--- config.mk ---
export PLATFORM = sky130hd
export DESIGN_NAME = stm_timer
export DESIGN_NICKNAME = d
export VERILOG_FILES = /design/src/stm_pkg.sv /design/src/stm_timer.sv
export VERILOG_INCLUDE_DIRS = /design/src
export SDC_FILE = /design/constraint.sdc
export NUM_CORES = 1
export LEC_CHECK = 0
export BUFFER_PORTS_ARGS = -buffer_cell sky130_fd_sc_hd__buf_4
export CELL_PAD_IN_SITES_DETAIL_PLACEMENT = 0
export CELL_PAD_IN_SITES_GLOBAL_PLACEMENT = 1
export CORE_ASPECT_RATIO = 0.9
export CORE_MARGIN = 3
export CORE_UTILIZATION = 35
export DETAILED_ROUTE_END_ITERATION = 12
export PLACE_DENSITY = 0.66
export SLEW_MARGIN = 20
export SYNTH_ARGS = -nofsm -noshare
export SYNTH_HDL_FRONTEND = slang
export SYNTH_SLANG_ARGS = --single-unit
export TNS_END_PERCENT = 30
--- constraint.sdc ---
create_clock -name I_CLK -period 3.4 [get_ports I_CLK]
set_input_delay 0.34 -clock I_CLK [delete_from_list [all_inputs] [get_ports I_CLK]]
set_output_delay 0.34 -clock I_CLK [all_outputs]
set_load 0.005 [all_outputs]
--- src/stm_params.svh ---
// Register offsets, field positions and reset values of the standard timer
`ifndef STM_PARAMS_SVH
`define STM_PARAMS_SVH
`define STM_OFS_CTRL0      4'h0
`define STM_OFS_CTRL1      4'h1
`define STM_OFS_CNT_LO     4'h2
`define STM_OFS_CNT_HI     4'h3
`define STM_OFS_CMPA_LO    4'h4
`define STM_OFS_CMPA_HI    4'h5
`define STM_OFS_PERIOD     4'h6
`define STM_BIT_PAUSE      7
`define STM_BIT_ON         3
`define STM_CKS_HI         6
`define STM_CKS_LO         4
`define STM_MODE_HI        7
`define STM_MODE_LO        6
`define STM_FUNC_HI        5
`define STM_FUNC_LO        4
`define STM_BIT_LEVEL      3
`define STM_BIT_INV        2
`define STM_BIT_SWAP       1
`define STM_BIT_CLRSEL     0
`define STM_CTRL0_MASK     8'hf8
`define STM_RST_BYTE       8'h00
`define STM_DIV_SYS4       8'h03
`define STM_DIV_H16        8'h0f
`define STM_DIV_H64        8'h3f
`endif

--- src/stm_pkg.sv ---
// Types shared by the standard timer
package stm_pkg;
  typedef enum logic [1:0] {
    STM_MODE_COMPARE = 2'h0,
    STM_MODE_CAPTURE = 2'h1,
    STM_MODE_PWM     = 2'h2,
    STM_MODE_TIMER   = 2'h3
  } stm_mode_t;

  // Decoded control fields
  typedef struct packed {
    logic       count_pause;
    logic [2:0] count_clock_select;
    logic       timer_on;
    stm_mode_t  operating_mode_select;
    logic [1:0] output_function_select;
    logic       output_level_control;
    logic       output_invert;
    logic       period_duty_swap;
    logic       clear_source_select;
  } stm_ctrl_t;

  // Bus transfer answer
  typedef struct packed {
    logic       valid;
    logic [7:0] data;
  } stm_rdata_t;
endpackage

--- src/stm_timer.sv ---
// Standard 16-bit timer with Avalon-MM register slave
`timescale 1ns/1ps
`default_nettype none
`include "stm_params.svh"

module stm_timer
  import stm_pkg::*;
#(
  parameter int ADDR_W = 4
) (
  input  wire logic              I_CLK,
  input  wire logic              I_RST_N,
  input  wire logic [ADDR_W-1:0] I_AVS_ADDRESS,
  input  wire logic              I_AVS_READ,
  input  wire logic              I_AVS_WRITE,
  input  wire logic [31:0]       I_AVS_WRITEDATA,
  output var  logic [31:0]       O_AVS_READDATA,
  output logic                   O_AVS_WAITREQUEST,
  input  wire logic              I_EXTERNAL_COUNT_INPUT,
  input  wire logic              I_CAPTURE_INPUT,
  input  wire logic              I_INTERNAL_HIGH_CLOCK_TICK,
  input  wire logic              I_TIME_BASE_CLOCK_TICK,
  input  wire logic              I_SECOND_COMPLEMENT,
  output logic                   O_TIMER_OUTPUT_FIRST,
  output logic                   O_TIMER_OUTPUT_SECOND,
  output logic                   O_TIMER_OUTPUT_OE,
  output logic                   O_COMPARE_A_MATCH_FLAG,
  output logic                   O_COMPARE_P_MATCH_FLAG
);

  // Offsets 0 to 6 need at least three address bits
  if (ADDR_W < 3) begin : g_addr_check
    $error("ADDR_W too small for register map");
  end

  //--------------------------------------------------------------
  // Registers
  //--------------------------------------------------------------
  // Software-visible state and internal flops
  logic [7:0]  ctrl0_ff;
  logic [7:0]  ctrl1_ff;
  logic [15:0] cnt_ff;
  logic [15:0] cmpa_ff;
  logic [7:0]  period_ff;
  logic [7:0]  wbuf_ff;
  logic [7:0]  rbuf_ff;
  logic        on_d_ff;
  logic        out_ff;
  logic        pulse_done_ff;
  logic [7:0]  div_ff;
  logic [7:0]  nxt_div;
  logic [1:0]  ext_sync_ff;
  logic        ext_d_ff;
  logic [1:0]  cap_sync_ff;
  logic        cap_d_ff;
  logic        ack_ff;
  logic [7:0]  rdata_ff;
  logic [1:0]  tick_sync_ff;
  logic        tick_h_ff;
  logic        tick_t_ff;
  logic        match_a_ff;
  logic        match_p_ff;

  // Decoded fields and combinational terms
  stm_ctrl_t   ctl;
  logic        on_rise;
  logic        tick;
  logic        run;
  logic        match_a;
  logic        match_p;
  logic        ovf;
  logic        clr;
  logic [15:0] nxt_cnt;
  logic        wr_go;
  logic        rd_go;
  logic [16:0] pwm_period;
  logic [16:0] pwm_duty;
  logic        pwm_act;
  logic        pwm_wave;
  logic        base_out;
  logic        cap_edge;

  // Control fields gathered into one struct
  assign ctl = {ctrl0_ff[`STM_BIT_PAUSE], ctrl0_ff[`STM_CKS_HI:`STM_CKS_LO], ctrl0_ff[`STM_BIT_ON],
                stm_mode_t'(ctrl1_ff[`STM_MODE_HI:`STM_MODE_LO]), ctrl1_ff[`STM_FUNC_HI:`STM_FUNC_LO],
                ctrl1_ff[`STM_BIT_LEVEL], ctrl1_ff[`STM_BIT_INV], ctrl1_ff[`STM_BIT_SWAP],
                ctrl1_ff[`STM_BIT_CLRSEL]};

  //--------------------------------------------------------------
  // Bus slave: one wait cycle, answer on the next edge
  //--------------------------------------------------------------
  assign O_AVS_WAITREQUEST = (I_AVS_READ | I_AVS_WRITE) & ~ack_ff;
  assign wr_go = I_AVS_WRITE & ack_ff;
  // Reads sample in the wait cycle, so data stands when waitrequest drops
  assign rd_go = I_AVS_READ & ~ack_ff;
  assign O_AVS_READDATA = {24'h000000, rdata_ff};

  // Acknowledge toggles for each request
  always_ff @(posedge I_CLK) begin
    if (!I_RST_N) ack_ff <= 1'b0;
    else          ack_ff <= (I_AVS_READ | I_AVS_WRITE) & ~ack_ff;
  end

  // Read data mux, registered in the wait cycle
  always_ff @(posedge I_CLK) begin
    if (!I_RST_N) begin
      rdata_ff <= `STM_RST_BYTE;
    end else if (rd_go) begin
      case (I_AVS_ADDRESS)
        `STM_OFS_CTRL0:   rdata_ff <= ctrl0_ff & `STM_CTRL0_MASK;
        `STM_OFS_CTRL1:   rdata_ff <= ctrl1_ff;
        `STM_OFS_CNT_LO:  rdata_ff <= rbuf_ff;
        `STM_OFS_CNT_HI:  rdata_ff <= cnt_ff[15:8];
        `STM_OFS_CMPA_LO: rdata_ff <= rbuf_ff;
        `STM_OFS_CMPA_HI: rdata_ff <= cmpa_ff[15:8];
        `STM_OFS_PERIOD:  rdata_ff <= period_ff;
        default:          rdata_ff <= `STM_RST_BYTE;
      endcase
    end
  end

  // High-byte read captures the low byte into the buffer, on the
  // same edge that samples the high byte, so a carry from the low
  // byte can never split the pair between the two reads
  always_ff @(posedge I_CLK) begin
    if (!I_RST_N) begin
      rbuf_ff <= `STM_RST_BYTE;
    end else if (rd_go && I_AVS_ADDRESS == `STM_OFS_CNT_HI) begin
      rbuf_ff <= cnt_ff[7:0];
    end else if (rd_go && I_AVS_ADDRESS == `STM_OFS_CMPA_HI) begin
      rbuf_ff <= cmpa_ff[7:0];
    end
  end

  // Control and compare registers
  always_ff @(posedge I_CLK) begin
    if (!I_RST_N) begin
      ctrl0_ff  <= `STM_RST_BYTE;
      ctrl1_ff  <= `STM_RST_BYTE;
      cmpa_ff   <= {`STM_RST_BYTE, `STM_RST_BYTE};
      period_ff <= `STM_RST_BYTE;
      wbuf_ff   <= `STM_RST_BYTE;
    end else if (wr_go) begin
      case (I_AVS_ADDRESS)
        `STM_OFS_CTRL0:   ctrl0_ff  <= I_AVS_WRITEDATA[7:0] & `STM_CTRL0_MASK;
        `STM_OFS_CTRL1:   ctrl1_ff  <= I_AVS_WRITEDATA[7:0];
        `STM_OFS_CMPA_LO: wbuf_ff   <= I_AVS_WRITEDATA[7:0];
        `STM_OFS_CMPA_HI: cmpa_ff   <= {I_AVS_WRITEDATA[7:0], wbuf_ff};
        `STM_OFS_PERIOD:  period_ff <= I_AVS_WRITEDATA[7:0];
        default:          ;
      endcase
    end
  end

  //--------------------------------------------------------------
  // Input synchronisers and edge detection
  //--------------------------------------------------------------
  // Two flops per pin before any logic reads it, then one delay flop
  // Time-base tick is a same-domain pulse, only retimed once
  always_ff @(posedge I_CLK) begin
    if (!I_RST_N) begin
      ext_sync_ff  <= 2'h0;
      ext_d_ff     <= 1'b0;
      cap_sync_ff  <= 2'h0;
      cap_d_ff     <= 1'b0;
      tick_sync_ff <= 2'h0;
      tick_h_ff    <= 1'b0;
      tick_t_ff    <= 1'b0;
    end else begin
      ext_sync_ff  <= {ext_sync_ff[0], I_EXTERNAL_COUNT_INPUT};
      ext_d_ff     <= ext_sync_ff[1];
      cap_sync_ff  <= {cap_sync_ff[0], I_CAPTURE_INPUT};
      cap_d_ff     <= cap_sync_ff[1];
      tick_sync_ff <= {tick_sync_ff[0], I_INTERNAL_HIGH_CLOCK_TICK};
      tick_h_ff    <= tick_sync_ff[1];
      tick_t_ff    <= I_TIME_BASE_CLOCK_TICK;
    end
  end

  // Capture input edge selection
  always_comb begin
    case (ctl.output_function_select)
      2'h0:    cap_edge = cap_sync_ff[1] & ~cap_d_ff;
      2'h1:    cap_edge = ~cap_sync_ff[1] & cap_d_ff;
      2'h2:    cap_edge = cap_sync_ff[1] ^ cap_d_ff;
      default: cap_edge = 1'b0;
    endcase
  end

  //--------------------------------------------------------------
  // Clock selection and prescaler
  //--------------------------------------------------------------
  // Tick source; prescaler counts system or synced high-clock cycles
  always_comb begin
    nxt_div = div_ff;
    tick    = 1'b0;
    case (ctl.count_clock_select)
      3'h0: begin
        tick    = (div_ff == `STM_DIV_SYS4);
        nxt_div = tick ? `STM_RST_BYTE : div_ff + 8'h01;
      end
      3'h1: tick = 1'b1;
      3'h2: begin
        tick    = tick_h_ff && div_ff == `STM_DIV_H16;
        nxt_div = tick_h_ff ? (tick ? `STM_RST_BYTE : div_ff + 8'h01) : div_ff;
      end
      3'h3: begin
        tick    = tick_h_ff && div_ff == `STM_DIV_H64;
        nxt_div = tick_h_ff ? (tick ? `STM_RST_BYTE : div_ff + 8'h01) : div_ff;
      end
      3'h4, 3'h5: tick = tick_t_ff;
      3'h6: tick = ext_sync_ff[1] & ~ext_d_ff;
      3'h7: tick = ~ext_sync_ff[1] & ext_d_ff;
      default: tick = 1'b0;
    endcase
  end

  // Prescaler, reset whenever the timer is off
  always_ff @(posedge I_CLK) begin
    if (!I_RST_N || !ctl.timer_on) div_ff <= `STM_RST_BYTE;
    else                           div_ff <= nxt_div;
  end

  //--------------------------------------------------------------
  // Counter and comparators
  //--------------------------------------------------------------
  // On-edge detect, count enable and compare hits
  // Hits look at the next value, so the clear lands on the match tick
  assign on_rise = ctl.timer_on & ~on_d_ff;
  assign run     = ctl.timer_on & ~ctl.count_pause & tick;
  assign match_a = run && (cnt_ff + 16'h0001) == cmpa_ff;
  assign match_p = run && period_ff != `STM_RST_BYTE &&
                   (cnt_ff + 16'h0001) == {period_ff, `STM_RST_BYTE};
  assign ovf     = run && cnt_ff == 16'hffff;

  // Clear source choice depends on mode
  always_comb begin
    if (ctl.operating_mode_select == STM_MODE_PWM)
      clr = ctl.period_duty_swap ? match_a : (match_p | ovf);
    else if (ctl.operating_mode_select == STM_MODE_CAPTURE)
      clr = ovf;
    else if (ctl.clear_source_select)
      clr = match_a | ovf;
    else
      clr = match_p | ovf;
  end

  // Next counter value; on-edge beats clear beats count
  always_comb begin
    nxt_cnt = cnt_ff;
    if (on_rise)  nxt_cnt = 16'h0000;
    else if (clr) nxt_cnt = 16'h0000;
    else if (run) nxt_cnt = cnt_ff + 16'h0001;
  end

  // Counter and on-bit history
  always_ff @(posedge I_CLK) begin
    if (!I_RST_N) begin
      cnt_ff  <= 16'h0000;
      on_d_ff <= 1'b0;
    end else begin
      cnt_ff  <= nxt_cnt;
      on_d_ff <= ctl.timer_on;
    end
  end

  // Match event pulses; clear-on-A hides P events in compare and timer modes
  always_ff @(posedge I_CLK) begin
    if (!I_RST_N) begin
      match_a_ff <= 1'b0;
      match_p_ff <= 1'b0;
    end else begin
      match_a_ff <= match_a | (ctl.operating_mode_select == STM_MODE_CAPTURE & ctl.timer_on & cap_edge);
      match_p_ff <= (match_p | (ovf & period_ff == `STM_RST_BYTE)) &
                    ~(ctl.clear_source_select & ctl.operating_mode_select != STM_MODE_PWM &
                      ctl.operating_mode_select != STM_MODE_CAPTURE);
    end
  end
  assign O_COMPARE_A_MATCH_FLAG = match_a_ff;
  assign O_COMPARE_P_MATCH_FLAG = match_p_ff;

  //--------------------------------------------------------------
  // PWM and output stage
  //--------------------------------------------------------------
  // Period and duty; period byte zero means 65536 counts: a full frame, or full duty when swapped
  assign pwm_period = ctl.period_duty_swap ? {1'b0, cmpa_ff} :
                      (period_ff == `STM_RST_BYTE ? 17'h10000 : {1'b0, period_ff, `STM_RST_BYTE});
  assign pwm_duty   = ctl.period_duty_swap ?
                      (period_ff == `STM_RST_BYTE ? 17'h10000 : {1'b0, period_ff, `STM_RST_BYTE}) :
                      {1'b0, cmpa_ff};
  assign pwm_act    = {1'b0, cnt_ff} < pwm_duty || pwm_duty >= pwm_period;

  // Compare-mode output and single pulse state
  always_ff @(posedge I_CLK) begin
    if (!I_RST_N) begin
      out_ff        <= 1'b0;
      pulse_done_ff <= 1'b0;
    end else if (on_rise) begin
      out_ff        <= ctl.output_level_control;
      pulse_done_ff <= 1'b0;
    end else if (ctl.operating_mode_select == STM_MODE_COMPARE && match_a) begin
      case (ctl.output_function_select)
        2'h1:    out_ff <= 1'b0;
        2'h2:    out_ff <= 1'b1;
        2'h3:    out_ff <= ~out_ff;
        default: out_ff <= out_ff;
      endcase
    end else if (ctl.operating_mode_select == STM_MODE_PWM && clr) begin
      pulse_done_ff <= 1'b1;
    end
  end

  // Output function in PWM and single pulse modes
  always_comb begin
    case (ctl.output_function_select)
      2'h0:    pwm_wave = 1'b0;
      2'h1:    pwm_wave = 1'b1;
      2'h2:    pwm_wave = ctl.timer_on & pwm_act;
      default: pwm_wave = ctl.timer_on & pwm_act & ~pulse_done_ff;
    endcase
  end

  // Mode picks the pin source; active level, then invert
  always_comb begin
    case (ctl.operating_mode_select)
      STM_MODE_COMPARE: base_out = out_ff ^ ctl.output_invert;
      STM_MODE_PWM:     base_out = (pwm_wave ~^ ctl.output_level_control) ^ ctl.output_invert;
      default:          base_out = 1'b0;
    endcase
  end

  // Registered pins; timer and capture modes release them
  always_ff @(posedge I_CLK) begin
    if (!I_RST_N) begin
      O_TIMER_OUTPUT_FIRST  <= 1'b0;
      O_TIMER_OUTPUT_SECOND <= 1'b0;
      O_TIMER_OUTPUT_OE     <= 1'b0;
    end else begin
      O_TIMER_OUTPUT_FIRST  <= base_out;
      O_TIMER_OUTPUT_SECOND <= base_out ^ I_SECOND_COMPLEMENT;
      O_TIMER_OUTPUT_OE     <= ctl.operating_mode_select != STM_MODE_TIMER && 
                               ctl.operating_mode_select != STM_MODE_CAPTURE;
    end
  end

endmodule
`default_nettype wire

==> impl_summary.txt <==
----------------------------------------------------
[Pwr]
  Static leakage ... ~2.8 nW
  Fraction of power spent switching nets ... 0.2514
  Part of the power in combinational logic ... 0.055
  Sw Pwr ... ~0.60 mW
  Maximum vdd drop ... around 0.00024 V
  Total chip power ... roughly 2.4 mW
  Proportion of power drawn by flip-flops and latches ... 0.516
  Cell Pwr Density ... around 330 mW/mm²
  Proportion of power drawn by the clock network ... 0.429
  Power Internal ... 1.797 mW

[Clocking]
  Clock sinks ... about 100
  Clock tree root driver cell ... clkbuf_16
  Largest buffer count on any clock path ... 2
  Clock edge transition at the registers on the reported setup and hold paths ... roughly 0.080 ns
  Hold Buf Count CTS ... 0
  Number of H-tree levels ... 3
  CTS buffer count ... 9
  Clock latency on the worst-skew pair ... approximately 0.36 ns
  Number of gates resized after cts ... 0
  Clock tree from TritonCTS ... yes
  Number of setup buffers added after CTS ... 0

[Floorplan]
  Floorplan die area ... 0.02023 mm²
  Placement row count ... 46
  Horizontal die dimension ... around 150 µm
  Top Ports ... 83
  Height of the die ... approximately 140 µm
  Total core area ... 0.01790 mm²
  Effective utilization at floorplan ... 0.3629

[Detailed routing]
  Via-to-Cell Ratio ... ~5.3
  Overall via count from detail_route ... 5,478
  Average wire per standard cell ... about 17 µm
  Number of DRC markers after the initial detailed-route iteration ... a little under 400
  Overall routed net length ... roughly 18 mm
  Count of antenna-violating nets left after detailed routing ... 0
  DRC ... 0
  Number of search-and-repair iterations in the first detailed-routing pass ... 5

[Timing]
  Clock Skews ... about 0.0086 ns
  Crit path setup slack, layout ... 0.3203 ns
  Number of setup violations in the final report ... 0
  Shortest period the worst path allows ... slightly above 3 ns
  Final max-slew violation count ... 0
  Max_slew headroom ... 0.3457
  Transition time at the pin with the least slew margin ... 0.9739 ns
  Final hold violations ... 0
  Unrepaired setup endpoints after global routing ... false
  Peak clock frequency supported by timing ... 324.7 MHz
  Fraction of the cycle the final worst path needs ... 0.9058
  Setup TNS ... 0 ns

[Critical path]
  Kind of capture point of the worst setup path ... flop
  Endpoint required time on the critical path ... approximately 3.7 ns
  Most common cell on crit path ... or4_1
  Launching point of the worst reg2reg path ... cnt_ff[5]$_SDFFE_PP0P_
  Max FO, Critical Path ... 16
  Critical path, cell by cell ... nand2_1, or4_1, o21ai_0, nand3_1, or4_1, nor4b_4, buf_4, nor2_2, a21oi_4, buf_12, nor2_1
  CP Class ... reg2reg
  Critical Path Max Stage Delay ... 0.60 ns
  Critical path startpoint category ... flop
  Buffers plus inverters on the worst setup path ... 2
  Cell type of the slowest stage on the worst timing path ... or4_1
  Startpoint of the worst setup timing path ... cnt_ff[5]$_SDFFE_PP0P_
  Crit-path leading delay family ... simple AND/OR/NAND/NOR gates
  Worst path arrival time ... between 3 and 4 ns

[Min path]
  Launch instance of the worst min-delay path ... I_TIME_BASE_CLOCK_TICK
  Class of the most critical hold timing path ... in2reg

[Synth]
  Number of enable flip-flop cells after synthesis ... 0
  Dominant synthesized flop cell ... dfxtp_1
  Average cell area after synthesis ... about 8.5 µm²
  Synthesized area ... between 0.006 and 0.007 mm²
  Post-synthesis cell count ... ~770
  Warnings from Yosys ... 0
  Part of the Yosys area used for sequential elements ... 0.3205
  Synth cell types ... 72
  Yosys top cell area share ... 0.3205
  Async set-reset flop share out of synthesis ... 0
  Cell taking the most area after synthesis ... dfxtp_1
  Seq cells post-synth ... around 100
  Top post-synthesis cells by area ... dfxtp_1, mux2i_1, xnor2_1

[Run status]
  Status ... completed

[Finish]
  Design area ... about 0.0073 mm²
  Antenna diodes ... 0
  Post-layout nets ... between 800 and 900
  Count of non-filler cells in the finished layout ... between 1,000 and 1,500
  Count of fill cells added during filler insertion ... 1,792
  Share of layout cells above drive strength 1 ... 0.1310
  Area taken by flip-flops and latches ... ~0.0021 mm²
  Syn-to-layout area delta ... 12.13%
  Multi-input logic area ... slightly above 0.004 mm²

[Placement]
  Placed cell areas ... approximately 0.007 mm²
  Number of I/O port buffers ... 34
  Post-Place Worst Slack ... 0.2388 ns
  Post-placement cell count ... just over 1,000
  GP Congestion ... about 0.88
  Post-DP HPWL ... ~14 mm

[Run]
  Max capacitance violation total ... 0

[GRT]
  Vias in the first global route ... 5,249
  Total gr overflow ... 0
  Global-route wire length before repair ... ~28 mm
  Antenna violations before repair ... 0
  Maximum number of pins on one net before global-route repair ... 80
  All-layer global routing usage ... 0.1792

----------------------------------------------------
worst register-to-register path: stages (launching register included):
cell and delay (ns):
dfxtp_1 0.51, nand2_1 0.22, or4_1 0.57, o21ai_0 0.16
nand3_1 0.10, or4_1 0.60, nor4b_4 0.23, buf_4 0.18
nor2_2 0.05, a21oi_4 0.14, buf_12 0.16, nor2_1 0.06
layout by cell type, fill, tap and decap left out, types with 7 or more instances in the layout:
cell,synthesis,layout
and3_1,10,10
buf_4,24,64
nor2_1,59,59
clkbuf_16,0,9
a31oi_1,7,7
conb_1,1,24
ha_1,24,24
a21oi_1,28,28
and2_1,14,14
mux2_2,7,7
nand2b_1,9,9
mux2i_1,51,51
inv_1,18,18
dfxtp_1,104,103
nor4_1,8,8
nand3_1,14,14
o21ai_0,11,11
a222oi_1,10,10
a21boi_0,17,17
nor3_1,17,17
xnor2_1,41,41
xor2_1,19,19
nor2b_1,44,44
nand4_1,14,14
nand2_1,80,80
o211a_1,9,9
power by group through the flow:
stage	Clock, mW	Sequential [mW]	Combinational, mW
2_1_floorplan	0	1.26	0.0975
3_3_place_gp	0	1.27	0.128
4_1_cts	1.06	1.24	0.130
5_1_grt	1.11	1.24	0.143
3_5_place_dp	0	1.27	0.130
6_report	1.03	1.24	0.131
cells by family (layout without fill, tap and decap cells):
logic type | Yosys count | in the layout | share of synthesized area
other | 1 | 24 | 0.0005773
adders and majority gates | 27 | 27 | 0.05085
buffers and inverters | 95 | 100 | 0.07088
and+or+nand+nor | 296 | 296 | 0.2359
muxes | 58 | 58 | 0.09072
xor gates and xnor gates | 61 | 61 | 0.08436
DFF | 104 | 104 | 0.3205
AOI/OAI and AO/OA | 124 | 124 | 0.1462
state kept, by name, summed over array words and instances, names as in the netlist, 2 cells and up:
signal	cells
ctrl0_ff	5
cap_sync_ff	2
ext_sync_ff	2
cnt_ff	16
period_ff	8
rbuf_ff	8
ctrl1_ff	8
cmpa_ff	16
tick_sync_ff	2
div_ff	8
rdata_ff	8
wbuf_ff	8
path summary, 6_finish.rpt:
check	to	slack, ns	cells after the start
worst max register to register	cnt_ff[13]$_SDFFE_PP0P_	0.32	11
worst min register to register	tick_h_ff$_SDFF_PN0_	0.44	1
worst max-delay path	cnt_ff[13]$_SDFFE_PP0P_	0.32	11
worst min-delay path	tick_t_ff$_SDFF_PN0_	0.18	2
synthesized netlist by cell type (all sizes together) (17+ instances only):
cell,n
xor2,19
nor2b,44
clkbuf,46
nor3,17
buf,30
dfxtp,104
nor2,60
ha,24
xnor2,41
nand2,80
a21boi,17
mux2i,51
a21oi,29
inv,18
area by class of cell:
cell class,count,share of cell area
clock inverter,7,0.008760
timing repair buffer,65,0.06870
clock buffer,9,0.03092
tap,240,0.04122
multi-input combinational,590,0.5546
inverter,19,0.009790
sequential,104,0.2860
layer usage:
metal	GRT usage	vias to the layer above	part of all wire
met2	0.2784	140	0.44
met1	0.2536	2628	0.49
met3	0.02877	27	0.046
met5	0	-	0
li1	-	2683	-
met4	0.05999	0	0.022
per-stage QoR:
step                      utilization  hold slack, ns
after CTS                      0.4069          0.1693
after floorplan                     -          0.4119
after detailed placement       0.3907          0.4223
final                          0.4070          0.1841
after global placement         0.3907          0.4199
after global routing           0.4070          0.1770
No activity file was read; power rests on OpenSTA's default activity.
